### config.mk
export PLATFORM = sky130hd
export DESIGN_NAME = beamformer_global_config
export DESIGN_NICKNAME = d
export VERILOG_FILES = /design/src/common/beam_cfg_pkg.sv /design/src/rtl/beamformer_global_config.sv
export VERILOG_INCLUDE_DIRS = /design/src /design/src/common
export SDC_FILE = /design/constraint.sdc
export NUM_CORES = 1
export LEC_CHECK = 0
export ABC_AREA = 1
export BUFFER_PORTS_ARGS = -buffer_cell sky130_fd_sc_hd__buf_2
export CAP_MARGIN = 25
export CORE_AREA = 2 2 125 127
export DETAILED_ROUTE_END_ITERATION = 10
export DIE_AREA = 0 0 127 129
export GPL_TIMING_DRIVEN = 0
export PLACE_DENSITY = 0.65
export SLEW_MARGIN = 20
export SYNTH_ARGS = -nofsm -noshare
export SYNTH_HDL_FRONTEND = slang
export SYNTH_SLANG_ARGS = --single-unit
export TNS_END_PERCENT = 10
### constraint.sdc
create_clock -name clk -period 2 [get_ports clk]
set_input_delay 0.2 -clock clk [delete_from_list [all_inputs] [get_ports clk]]
set_output_delay 0.2 -clock clk [all_outputs]
set_load 0.01 [all_outputs]
### src/common/beam_cfg_regs.svh
// register offsets, field positions, reset values and timing counts of the global configuration
`ifndef BEAM_CFG_REGS_SVH
`define BEAM_CFG_REGS_SVH
`define ADDR_BITS 5
`define ADDR_TOP_CONTROL 5'h1A
`define ADDR_REF_CLOCK_SELECT 5'h1B
`define TOP_CONTROL_BITS 14
`define REF_CLOCK_SELECT_BITS 8
`define TOP_CONTROL_RESET 14'h047F
`define REF_CLOCK_SELECT_RESET 8'h00
`define SYNC_RESET 5'h04
`define HIST_RESET 3'h2
`define POS_CW 12
`define POS_INVERT 11
`define POS_LOOP_EN 10
`define POS_DIV_HI 9
`define POS_DIV_LO 3
`define POS_LEN_HI 2
`define POS_LEN_LO 0
`define POS_REF_KIND 0
`define DIV_ZERO_HOLD 8'h80
`define MASTER_CLOCK_MHZ 160
`define TRIGGER_LEAD_CYCLES 6
`define TRIGGER_LEAD_COUNT 3'h5
`define PATTERN_BITS 64
`endif

### src/common/beam_cfg_pkg.sv
// types shared by the beamformer global configuration block
package beam_cfg_pkg;
    typedef struct packed {
        logic cw;
        logic invert;
        logic loop_en;
        logic [6:0] divider;
        logic [2:0] length_code;
    } top_fields_t;
    typedef struct packed {
        logic p;
        logic n;
    } pulse_pair_t;
    typedef enum logic [1:0] {ST_IDLE, ST_LEAD, ST_EMIT, ST_WAIT_RX} fire_state_t;
endpackage : beam_cfg_pkg

### src/rtl/beamformer_global_config.sv
// global configuration registers and firing sequencer of the transmit beamformer
// Notes on behaviour
// - With invert-fire off each transmission sends the pattern once, unchanged.
// - With invert-fire on a transmission sends the pattern, then, if serial latch enable stays high until receive completes, sends it inverted.
// - Control bit 10 enables the on-chip loop (0 off, 1 on).
// - The seven-bit divider in bits 9:3 holds each pattern bit for that many master-clock cycles.
// - A divider of zero gives the maximum division of 128, that is 128 cycles per bit.
// - The length code selects 4, 8, 16, 24, 32, 40, 48 or 64 pattern bits for all channels.
// - Bit 0 of the reference select register picks differential (0) or single-ended (1) reference.
// - Outside continuous wave each firing stops after one pattern, or after the pattern and its inverse with invert-fire on, and waits for the next trigger rise.
// - Emission starts 10 master-clock cycles after the trigger pin rises, least significant bit first.
`timescale 1ns/1ps
`include "beam_cfg_regs.svh"
module beamformer_global_config
    import beam_cfg_pkg::*;
(
    input wire logic clk,
    input wire logic resetn,
    input wire logic serial_clock,
    input wire logic serial_data,
    input wire logic serial_latch_enable,
    input wire logic fire_trigger,
    input wire logic rx_done,
    input wire logic [63:0] pattern_p,
    input wire logic [63:0] pattern_n,
    output logic loop_enable_bit,
    output logic ref_clock_kind,
    output logic continuous_wave_select,
    output logic [13:0] top_control,
    output logic [7:0] reference_clock_select,
    output pulse_pair_t pulse_out,
    output logic firing
);
    // two-flop synchronisers for the five serial, trigger and rx_done pins; stage 1 feeds stage 2 only
    logic [4:0] sync1_ff;
    logic [4:0] sync2_ff;
    logic [4:0] nxt_sync1;
    logic [4:0] nxt_sync2;
    logic [2:0] hist_ff;
    logic [2:0] nxt_hist;
    logic s_clk;
    logic s_dat;
    logic s_le;
    logic s_fire;
    logic s_rx;
    always_comb
    begin
        nxt_sync1 = {serial_clock, serial_data, serial_latch_enable, fire_trigger, rx_done};
        nxt_sync2 = sync1_ff;
        nxt_hist = {s_clk, s_le, s_fire};
    end
    always_ff @(posedge clk or negedge resetn)
    begin
        if (!resetn)
        begin
            sync1_ff <= `SYNC_RESET; // idle pin levels, so no false edge follows reset
            sync2_ff <= `SYNC_RESET;
            hist_ff <= `HIST_RESET;
        end
        else
        begin
            sync1_ff <= nxt_sync1;
            sync2_ff <= nxt_sync2;
            hist_ff <= nxt_hist;
        end
    end
    assign {s_clk, s_dat, s_le, s_fire, s_rx} = sync2_ff;

    // serial frame: latch low opens it, address then data, lsb first, latch rise commits
    logic [7:0] count_ff;
    logic [7:0] nxt_count;
    logic [4:0] addr_ff;
    logic [4:0] nxt_addr;
    logic [13:0] shift_ff;
    logic [13:0] nxt_shift;
    logic [13:0] top_ff;
    logic [13:0] nxt_top;
    logic [7:0] ref_ff;
    logic [7:0] nxt_ref;
    logic clk_rise;
    logic le_rise;
    logic [7:0] data_idx;
    always_comb
    begin
        clk_rise = s_clk && !hist_ff[2];
        le_rise = s_le && !hist_ff[1];
        data_idx = count_ff - 8'(`ADDR_BITS);
        nxt_count = count_ff;
        nxt_addr = addr_ff;
        nxt_shift = shift_ff;
        nxt_top = top_ff;
        nxt_ref = ref_ff;
        if (!s_le && clk_rise)
        begin
            if (count_ff < 8'(`ADDR_BITS))
            begin
                nxt_addr[count_ff[2:0]] = s_dat;
            end
            else if (data_idx < 8'(`TOP_CONTROL_BITS))
            begin
                nxt_shift[data_idx[3:0]] = s_dat;
            end
            if (count_ff != 8'hFF)
            begin
                nxt_count = count_ff + 8'h01;
            end
        end
        if (le_rise)
        begin
            if (addr_ff == `ADDR_TOP_CONTROL && count_ff == 8'(`ADDR_BITS + `TOP_CONTROL_BITS))
            begin
                nxt_top = shift_ff;
            end
            if (addr_ff == `ADDR_REF_CLOCK_SELECT && count_ff == 8'(`ADDR_BITS + `REF_CLOCK_SELECT_BITS))
            begin
                nxt_ref = shift_ff[7:0];
            end
        end
        if (s_le)
        begin
            nxt_count = 8'h00;
        end
    end
    always_ff @(posedge clk or negedge resetn)
    begin
        if (!resetn)
        begin
            count_ff <= 8'h00;
            addr_ff <= 5'h00;
            shift_ff <= 14'h0000;
            top_ff <= `TOP_CONTROL_RESET;
            ref_ff <= `REF_CLOCK_SELECT_RESET;
        end
        else
        begin
            count_ff <= nxt_count;
            addr_ff <= nxt_addr;
            shift_ff <= nxt_shift;
            top_ff <= nxt_top;
            ref_ff <= nxt_ref;
        end
    end
    assign top_control = top_ff;
    assign reference_clock_select = ref_ff;
    assign loop_enable_bit = top_ff[`POS_LOOP_EN];
    assign ref_clock_kind = ref_ff[`POS_REF_KIND];
    assign continuous_wave_select = top_ff[`POS_CW];

    // pattern length code to bit count
    function automatic logic [6:0] length_of(input logic [2:0] code);
        logic [6:0] len;
        len = 7'h40;
        unique case (code)
            3'h0: len = 7'h04;
            3'h1: len = 7'h08;
            3'h2: len = 7'h10;
            3'h3: len = 7'h18;
            3'h4: len = 7'h20;
            3'h5: len = 7'h28;
            3'h6: len = 7'h30;
            3'h7: len = 7'h40;
        endcase
        return len;
    endfunction : length_of

    // firing sequencer
    fire_state_t state_ff;
    fire_state_t nxt_state;
    top_fields_t live_ff;
    top_fields_t nxt_live;
    logic [7:0] tick_ff;
    logic [7:0] nxt_tick;
    logic [6:0] bit_ff;
    logic [6:0] nxt_bit;
    logic inv_ff;
    logic nxt_inv;
    logic rx_ff;
    logic nxt_rx;
    pulse_pair_t out_ff;
    pulse_pair_t nxt_out;
    logic [7:0] hold;
    logic fire_rise;
    always_comb
    begin
        fire_rise = s_fire && !hist_ff[0];
        hold = (live_ff.divider == 7'h00) ? `DIV_ZERO_HOLD : {1'b0, live_ff.divider};
        nxt_state = state_ff;
        nxt_live = live_ff;
        nxt_tick = tick_ff;
        nxt_bit = bit_ff;
        nxt_inv = inv_ff;
        nxt_rx = s_rx;
        nxt_out = '0;
        unique case (state_ff)
            ST_IDLE:
            begin
                if (fire_rise && !top_ff[`POS_CW])
                begin
                    nxt_live = top_fields_t'(top_ff[`POS_CW:`POS_LEN_LO]);
                    nxt_state = ST_LEAD;
                    nxt_tick = 8'h00;
                    nxt_inv = 1'b0;
                end
            end
            ST_LEAD:
            begin
                nxt_tick = tick_ff + 8'h01;
                if (tick_ff[2:0] == `TRIGGER_LEAD_COUNT)
                begin
                    nxt_state = ST_EMIT;
                    nxt_tick = 8'h00;
                    nxt_bit = 7'h00;
                end
            end
            ST_EMIT:
            begin
                nxt_out.p = pattern_p[bit_ff[5:0]] ^ inv_ff;
                nxt_out.n = pattern_n[bit_ff[5:0]] ^ inv_ff;
                nxt_tick = tick_ff + 8'h01;
                if (tick_ff == hold - 8'h01)
                begin
                    nxt_tick = 8'h00;
                    nxt_bit = bit_ff + 7'h01;
                    if (bit_ff == length_of(live_ff.length_code) - 7'h01)
                    begin
                        nxt_state = (live_ff.invert && !inv_ff) ? ST_WAIT_RX : ST_IDLE;
                    end
                end
            end
            ST_WAIT_RX:
            begin
                if (!s_le)
                begin
                    nxt_state = ST_IDLE;
                end
                else if (s_rx && !rx_ff)
                begin
                    nxt_inv = 1'b1;
                    nxt_state = ST_EMIT;
                    nxt_tick = 8'h00;
                    nxt_bit = 7'h00;
                end
            end
        endcase
    end
    always_ff @(posedge clk or negedge resetn)
    begin
        if (!resetn)
        begin
            state_ff <= ST_IDLE;
            live_ff <= '0;
            tick_ff <= 8'h00;
            bit_ff <= 7'h00;
            inv_ff <= 1'b0;
            rx_ff <= 1'b0;
            out_ff <= '0;
        end
        else
        begin
            state_ff <= nxt_state;
            live_ff <= nxt_live;
            tick_ff <= nxt_tick;
            bit_ff <= nxt_bit;
            inv_ff <= nxt_inv;
            rx_ff <= nxt_rx;
            out_ff <= nxt_out;
        end
    end
    assign pulse_out = out_ff;
    assign firing = (state_ff != ST_IDLE);
endmodule : beamformer_global_config

==> results by group, run 1 <==
GRT
  • Number of antenna violations at the first check in global routing: 0
  • Maximum number of pins on one net before global-route repair: 73
  • Met1 Usage GRT: 0.284
  • Met2 track utilization from global routing: 0.360
  • Global-route wire length before repair: 28100 µm
  • Busiest layer in global routing: met2
  • Number of global-route vias before repair: 5797
  • Overflow after GRT: 0
  • Global router's overall resource usage: 0.213
  • GR Layer Usage met3: 0.0383

Critical path
  • Arrival time at the worst endpoint: 2.26 ns
  • Worst Setup SP: live_ff[4]
  • Critical Path End: bit_ff[4]
  • Setup crit start kind: register
  • Required time of the worst setup path: 2.23 ns
  • Flop-to-flop setup slack: -0.03 ns
  • Number of cell instances on the worst register-to-register path: 16
  • Critical register-to-register path startpoint: live_ff[4]
  • Type of element capturing the critical path: register
  • CP Class: reg2reg
  • Endpoint of the lowest-slack register-to-register path: bit_ff[4]
  • Maximum fanout encountered on the critical timing path: 6

Synth
  • Fraction of post-synthesis cell area in the top cell type by area: 0.351
  • Total nets after synthesis: 970
  • Per-instance average area after synthesis: 7.23 µm²
  • Number of cells produced by synthesis: 819
  • Share of synthesized registers carrying an async set or reset: 1.00
  • Number of synthesized register bits: 94
  • Main synth FF type: dfrtp_1
  • Cell taking the most area after synthesis: dfrtp_1
  • Dominant cells by area after synthesis: dfrtp_1 35%, nor2_1 10%, nand2_1 9.1%
  • Synthesis warning total: 0
  • Cell variety after synth: 37
  • Post-synth design cell area: 5920 µm²
  • Sequential share of the synthesized area: 0.400
  • Number of flops mapped to enable cells by yosys: 0

Die
  • Core footprint: 15000 µm²
  • Die footprint: 16400 µm²
  • Die boundary height: 129 µm
  • Count of boundary I/O pins: 163
  • Die X-Extent: 127 µm
  • Number of placement rows: 45
  • Starting Density: 0.395

Layout
  • Filler cell count: 1467
  • Nets: 1161
  • Area taken by flip-flops and latches: 2370 µm²
  • Area occupied by multi-input gates: 3210 µm²
  • Synthesis-to-layout area growth: 28.8%
  • Fraction of layout instances using a drive strength above 1: 0.271
  • Number of antenna diodes: 0

CTS
  • Clock insertion delay at the later pin of the skew report: 0.34 ns
  • Maximum level of the CTS H-tree: 3
  • Worst-case clock buffer depth: 2
  • CTS buffer count: 9
  • Clock slew seen by the registers of the worst setup and hold paths: 0.07 ns
  • Root Buffer Master: clkbuf_16
  • TritonCTS clock tree: done
  • Clock sinks: 94

Power
  • Pwr/cell area: 960 nW/µm²
  • Post-layout total power: 7.33 mW
  • P_leak: 3.72 nW
  • Worst IR Drop VDD: 0.436 mV

STA
  • Minimum hold slack: 0.282 ns
  • Setup total negative slack: -0.102 ns
  • Unrepaired setup endpoints after global routing: yes
  • Final period demand of the worst path: 2.03 ns
  • Share of the clock period used by the worst path: 1.02
  • Final number of setup-violating endpoints: 5
  • Slew of the pin with the lowest slew margin: 0.650 ns
  • Clock tree skew after final layout: 0.00444 ns
  • Final Max Slew Viols: 0
  • Final Hold Violating Endpoints: 0
  • Rel. slew slack: 0.566
  • Achievable Freq: 492 MHz
  • Slack of the critical path: -0.0331 ns

Route
  • Number of DRC markers in iteration 0: 400
  • Total via count in the routed design: 6192
  • Count of TritonRoute iterations in the first routing pass: 5
  • Count of nets left with antenna violations after detail routing: 0
  • Overall routed net length: 17600 µm
  • Ratio of routed vias to standard cells: 5.15
  • DR DRC count: 0
  • Post-DR wirelength/cell: 14.6 µm

Min path
  • Class of the tightest hold or removal check: in2async

Place
  • Total of buffers placed on input and output ports: 162
  • Post-Place Setup Slack: -0.379 ns
  • Detailed placement HPWL: 13100 µm
  • Global placer's final weighted congestion: 0.916

Flow run
  • Maxcap violations: 0

Status
  • Violations in the final reports: negative setup slack
  • Run status: finished with violations
[kinds of logic (layout without fill, tap and decap cells)]
kind of cell,after synthesis,after routing,share of synthesized area
xor gates and xnor gates,16,16,0.0237
adders and majority gates,16,16,0.0338
muxes,9,9,0.0171
AOI/OAI and AO/OA,187,187,0.175
DFF,94,94,0.400
and+or+nand+nor,388,388,0.273
buffers and inverters,109,305,0.0771
[synth_stat cells, types with 2 or more instances]
cell type / count
nor2_1: 158
nand2_1: 144
o21ai_0: 104
dfrtp_1: 83
inv_1: 67
nand3_1: 55
a21oi_1: 24
o21ai_1: 20
clkbuf_1: 17
o211ai_1: 17
ha_1: 16
dfstp_2: 11
o22ai_1: 10
xor2_1: 10
buf_2: 9
mux2_2: 9
nand4_1: 9
o21ai_2: 8
buf_4: 7
nor3_1: 6
xnor2_1: 6
nand2_2: 5
nor2_2: 4
buf_1: 2
clkbuf_2: 2
clkinv_1: 2
inv_2: 2
nand2_4: 2
nand3_2: 2
[area by class of cell]
| class | instances | share of cell area |
|---|---|---|
| plain buffers | 38 | 0.0307 |
| clock buffers | 10 | 0.0313 |
| clock inverters | 6 | 0.00902 |
| inverters | 71 | 0.0354 |
| multi-input cells | 616 | 0.420 |
| flip-flops and latches | 94 | 0.311 |
| well taps | 188 | 0.0308 |
| repair buffers | 180 | 0.132 |
[registers in the layout (all words and copies together) (netlist names)]
name                    flops
reference_clock_select      8
bit_ff                      7
rx_ff                       1
sync2_ff                    5
count_ff                    8
pulse_out                   2
live_ff                    11
state_ff                    2
addr_ff                     5
hist_ff                     3
tick_ff                     8
nxt_sync2                   5
shift_ff                   14
inv_ff                      1
top_control                14
[critical path: stages, from the launching register on]
cell,delay (ns)
dfrtp_1,0.39
inv_2,0.12
ha_4,0.14
inv_2,0.04
nor2_2,0.10
nand3_2,0.11
nand2_2,0.10
nor2_1,0.04
nor2_1,0.07
nand3_1,0.08
nor2_2,0.12
nand3_2,0.10
nand2_4,0.13
nand2_8,0.08
buf_12,0.17
nand2_4,0.05
o21ai_2,0.05
[layout by cell type (no fill, tap or decap), drive strengths merged, types with 5 or more instances in the layout]
master / n
a21oi: 24
buf: 185
clkbuf: 37
clkinv: 5
dfrtp: 83
dfstp: 11
dlygate4sd3: 6
ha: 16
inv: 70
mux2: 9
nand2: 151
nand3: 57
nand4: 9
nor2: 163
nor3: 6
o211ai: 17
o21ai: 132
o22ai: 10
xnor2: 6
xor2: 10
[how the worst min path moves through the flow]
stage                               to  slack [ns]  cells after the start
after CTS                        rx_ff        0.28                      2
after global routing             rx_ff        0.29                      2
after global placement    nxt_sync2[2]        0.31                      1
final                            rx_ff        0.28                      2
after floorplan             addr_ff[0]        -0.1                      0
after detailed placement    tick_ff[6]        0.07                      1
[repair_timing]
action	CTS	global route
resized for setup	12	38
setup buffers	5	5
setup endpoints to repair	25	42
pin swaps	1	9
gates cloned	0	1
hold endpoints to repair	27	0
hold buffers	6	0
[through the flow]
step	std cells	util	instance area, µm²
6_report	1203	0.509	7630
5_1_grt	1203	0.509	7630
4_1_cts	1197	0.496	7420
3_5_place_dp	1170	0.468	7000
3_3_place_gp	1169	0.465	6970
2_1_floorplan	819	-	5920
[power breakdown]
part	internal, mW	switching [mW]
clock network	1.01	0.734
registers	2.08	0.180
logic	1.27	2.05
total	4.36	2.96
[metal layers]
| metal | up-vias | part of all wire |
|---|---|---|
| met5 | - | 0 |
| met4 | 0 | 0.015 |
| met2 | 198 | 0.49 |
| li1 | 3076 | - |
| met1 | 2896 | 0.43 |
| met3 | 22 | 0.056 |
Power figures use the tool's default switching activity.
==> run 2, diff against run 1 <==
--- a/config.mk
+++ b/config.mk
@@ -7,7 +7,7 @@
 export NUM_CORES = 1
 export LEC_CHECK = 0
 export ABC_AREA = 1
-export BUFFER_PORTS_ARGS = -buffer_cell sky130_fd_sc_hd__buf_2
+export BUFFER_PORTS_ARGS = -buffer_cell sky130_fd_sc_hd__buf_4
 export CAP_MARGIN = 25
 export CORE_AREA = 2 2 125 127
 export DETAILED_ROUTE_END_ITERATION = 10
==> run 2 against run 1 <==
- the flow still finishes with violations (negative setup slack)
- cell count unchanged
- global-route usage increased by 0.30 points
- critical endpoint is now bit_ff[3]
- register-to-register slack improved by 0.03 ns
- first-iteration DRC count increased by 5.0%
- combinational power increased by 2%
- power decreased by 1.1%
==> results by group, run 2 (synthesis results as in run 1) <==
Status
  • Run status: finished with violations
  • Violations in the final reports: negative setup slack

GRT
  • Maximum number of pins on one net before global-route repair: 95 (+30%)
  • Global router's overall resource usage: 0.216 (+0.00298)
  • Met1 Usage GRT: 0.287 (+0.00380)
  • Global-route wire length before repair: 28400 µm (+1.2%)
  • Met2 track utilization from global routing: 0.367 (+0.00727)
  • Overflow after GRT: 0 (unchanged)
  • GR Layer Usage met3: 0.0366 (-0.00166)
  • Number of antenna violations at the first check in global routing: 0 (unchanged)
  • Number of global-route vias before repair: 5809 (+0.21%)
  • Busiest layer in global routing: met2

Route
  • Number of DRC markers in iteration 0: 420 (+5.0%)
  • Count of nets left with antenna violations after detail routing: 0 (unchanged)
  • Total via count in the routed design: 6179 (-0.21%)
  • Overall routed net length: 17900 µm (+1.9%)
  • Count of TritonRoute iterations in the first routing pass: 5 (unchanged)
  • Post-DR wirelength/cell: 14.9 µm (+1.9%)
  • DR DRC count: 0 (unchanged)
  • Ratio of routed vias to standard cells: 5.14 (-0.21%)

Layout
  • Filler cell count: 1441 (-1.8%)
  • Most common library cell in the layout ignoring fill and taps: buf_4
  • Nets: 1161 (unchanged)
  • Synthesis-to-layout area growth: 35.4%
  • Commonest non-fill, non-tap cells in the layout: 178 x buf_4, 156 x nor2_1, 142 x nand2_1
  • Layout Utilization: 0.536 (+0.0261)
  • Fraction of layout instances using a drive strength above 1: 0.276 (+0.00493)
  • Number of antenna diodes: 0 (unchanged)

Place
  • Total of buffers placed on input and output ports: 162 (unchanged)
  • Global placer's final weighted congestion: 0.888 (-3.1%)
  • Detailed placement HPWL: 13200 µm (+0.95%)

Critical path
  • Maximum fanout encountered on the critical timing path: 6 (unchanged)
  • Arrival time at the worst endpoint: 2.23 ns (-0.03 ns)
  • Setup crit start kind: register
  • Flop-to-flop setup slack: -0.006 ns (+0.03 ns)
  • CP Class: reg2reg
  • Type of element capturing the critical path: register
  • Required time of the worst setup path: 2.23 ns (about the same)

Power
  • Power share of the clock group: 0.224 (-0.015)
  • P_leak: 3.81 nW (+2.4%)
  • Switching share of power: 0.401 (-0.00304)
  • Seq pwr share: 0.310 (about the same)
  • Worst IR Drop VDD: 0.452 mV (+3.8%)
  • Internal power: 4.34 mW (-0.60%)
  • Combinational Power Share: 0.466 (+0.013)
  • Pwr/cell area: 903 nW/µm² (-5.9%)
  • Sw Pwr: 2.91 mW (-1.9%)

STA
  • Share of the clock period used by the worst path: 1.00 (-0.0135)
  • Final period demand of the worst path: 2.01 ns (-0.0271 ns)
  • Final Max Slew Viols: 0 (unchanged)
  • Clock tree skew after final layout: 0.00940 ns (+0.00496 ns)
  • Minimum hold slack: 0.350 ns (+0.0680 ns)
  • Unrepaired setup endpoints after global routing: yes
  • Final number of setup-violating endpoints: 2 (-3)
  • Achievable Freq: 499 MHz (+1.3%)
  • Slew of the pin with the lowest slew margin: 0.839 ns (+0.189 ns)
  • Slack of the critical path: -0.00602 ns (+0.0271 ns)
  • Rel. slew slack: 0.441 (-0.125)
  • Final Hold Violating Endpoints: 0 (unchanged)

Die
  • Die footprint: 16400 µm² (unchanged)
  • Count of boundary I/O pins: 163 (unchanged)
  • Die boundary height: 129 µm (unchanged)
  • Core footprint: 15000 µm² (unchanged)
  • Starting Density: 0.395 (unchanged)
  • Die X-Extent: 127 µm (unchanged)
  • Number of placement rows: 45 (unchanged)

CTS
  • TritonCTS clock tree: done
  • Clock sinks: 94 (unchanged)
  • Clock insertion delay at the later pin of the skew report: 0.34 ns (about the same)
  • Clock slew seen by the registers of the worst setup and hold paths: 0.07 ns (about the same)
  • CTS buffer count: 9 (unchanged)
  • Worst-case clock buffer depth: 2 (unchanged)
  • Maximum level of the CTS H-tree: 3 (unchanged)
  • Root Buffer Master: clkbuf_16

Flow run
  • Maxcap violations: 0 (unchanged)

Min path
  • Class of the tightest hold or removal check: reg2reg
run 2: cell count changes in the layout (fill, tap and decap cells not counted), sizes merged:
cell | previous run | this run
bufinv | 1 | 0
clkbuf | 37 | 34
inv | 70 | 69
clkinvlp | 1 | 2
clkinv | 5 | 4
buf | 185 | 190
run 2: critical path: stages (launching register included):
cell and delay, ns:
dfrtp_1 0.40, inv_2 0.12, ha_4 0.14, inv_2 0.03, nor2_2 0.08, nand3_2 0.11
nand2_2 0.09, nor2_1 0.04, nor2_1 0.09, nand3_1 0.09, nor2_2 0.10, nand3_2 0.10
nand2_4 0.15, nand2_8 0.08, buf_12 0.17, nand2_2 0.05, o21ai_2 0.05
run 2: power groups by stage:
| stage | registers (mW) | clock network, mW | logic (mW) |
|---|---|---|---|
| 2_1_floorplan | 2.24 | 0 | 2.06 |
| 3_3_place_gp | 2.27 | 0 | 2.94 |
| 3_5_place_dp | 2.28 | 0 | 2.96 |
| 4_1_cts | 2.24 | 1.67 | 3.01 |
| 5_1_grt | 2.27 | 1.76 | 3.75 |
| 6_report | 2.25 | 1.62 | 3.37 |
run 2: path summary, 6_finish.rpt:
path	depth (start not counted)	end	startpoint
worst max-delay path	16	bit_ff[3]	live_ff[3]
worst min-delay path	0	sync2_ff[0]	nxt_sync2[0]
worst max register to register	16	bit_ff[3]	live_ff[3]
worst min register to register	0	sync2_ff[0]	nxt_sync2[0]
max in group asynchronous	2	count_ff[1]	resetn
min in group asynchronous	2	tick_ff[6]	resetn
run 2: stage by stage:
stage                     cells  setup TNS (ns)  power, mW  setup WS [ns]  area (µm²)
after floorplan             819               0       4.30         0.0577        5920
final                      1203        -0.00611       7.25       -0.00602        8020
after global routing       1203           -2.25       7.78         -0.154        8020
after detailed placement   1169           -5.62       5.24         -0.405        7380
after global placement     1169           -5.29       5.22         -0.389        7370
after CTS                  1196               0       6.93        0.00494        7780
run 2: area by class of cell:
class | count | area (µm²) | area share
repair buffers | 180 | 1390 | 0.173
well taps | 188 | 235 | 0.0293
multi-input cells | 616 | 3240 | 0.404
clock buffers | 12 | 256 | 0.0320
flip-flops and latches | 94 | 2370 | 0.295
clock inverters | 4 | 30.0 | 0.00374
inverters | 71 | 273 | 0.0340
plain buffers | 38 | 224 | 0.0279
run 2: timing repair:
action	4_1_cts	5_1_grt
hold buffers	6	0
cloned	0	2
setup endpoints to repair	24	40
pin swaps	1	6
setup buffers	5	5
endpoints found under the hold margin	88	0
resized for setup	13	46
run 2: layer usage:
metal | up-vias | wire (µm)
met5 | - | 0
met2 | 172 | 8640
li1 | 3085 | -
met1 | 2890 | 7910
met3 | 32 | 958
met4 | 0 | 433
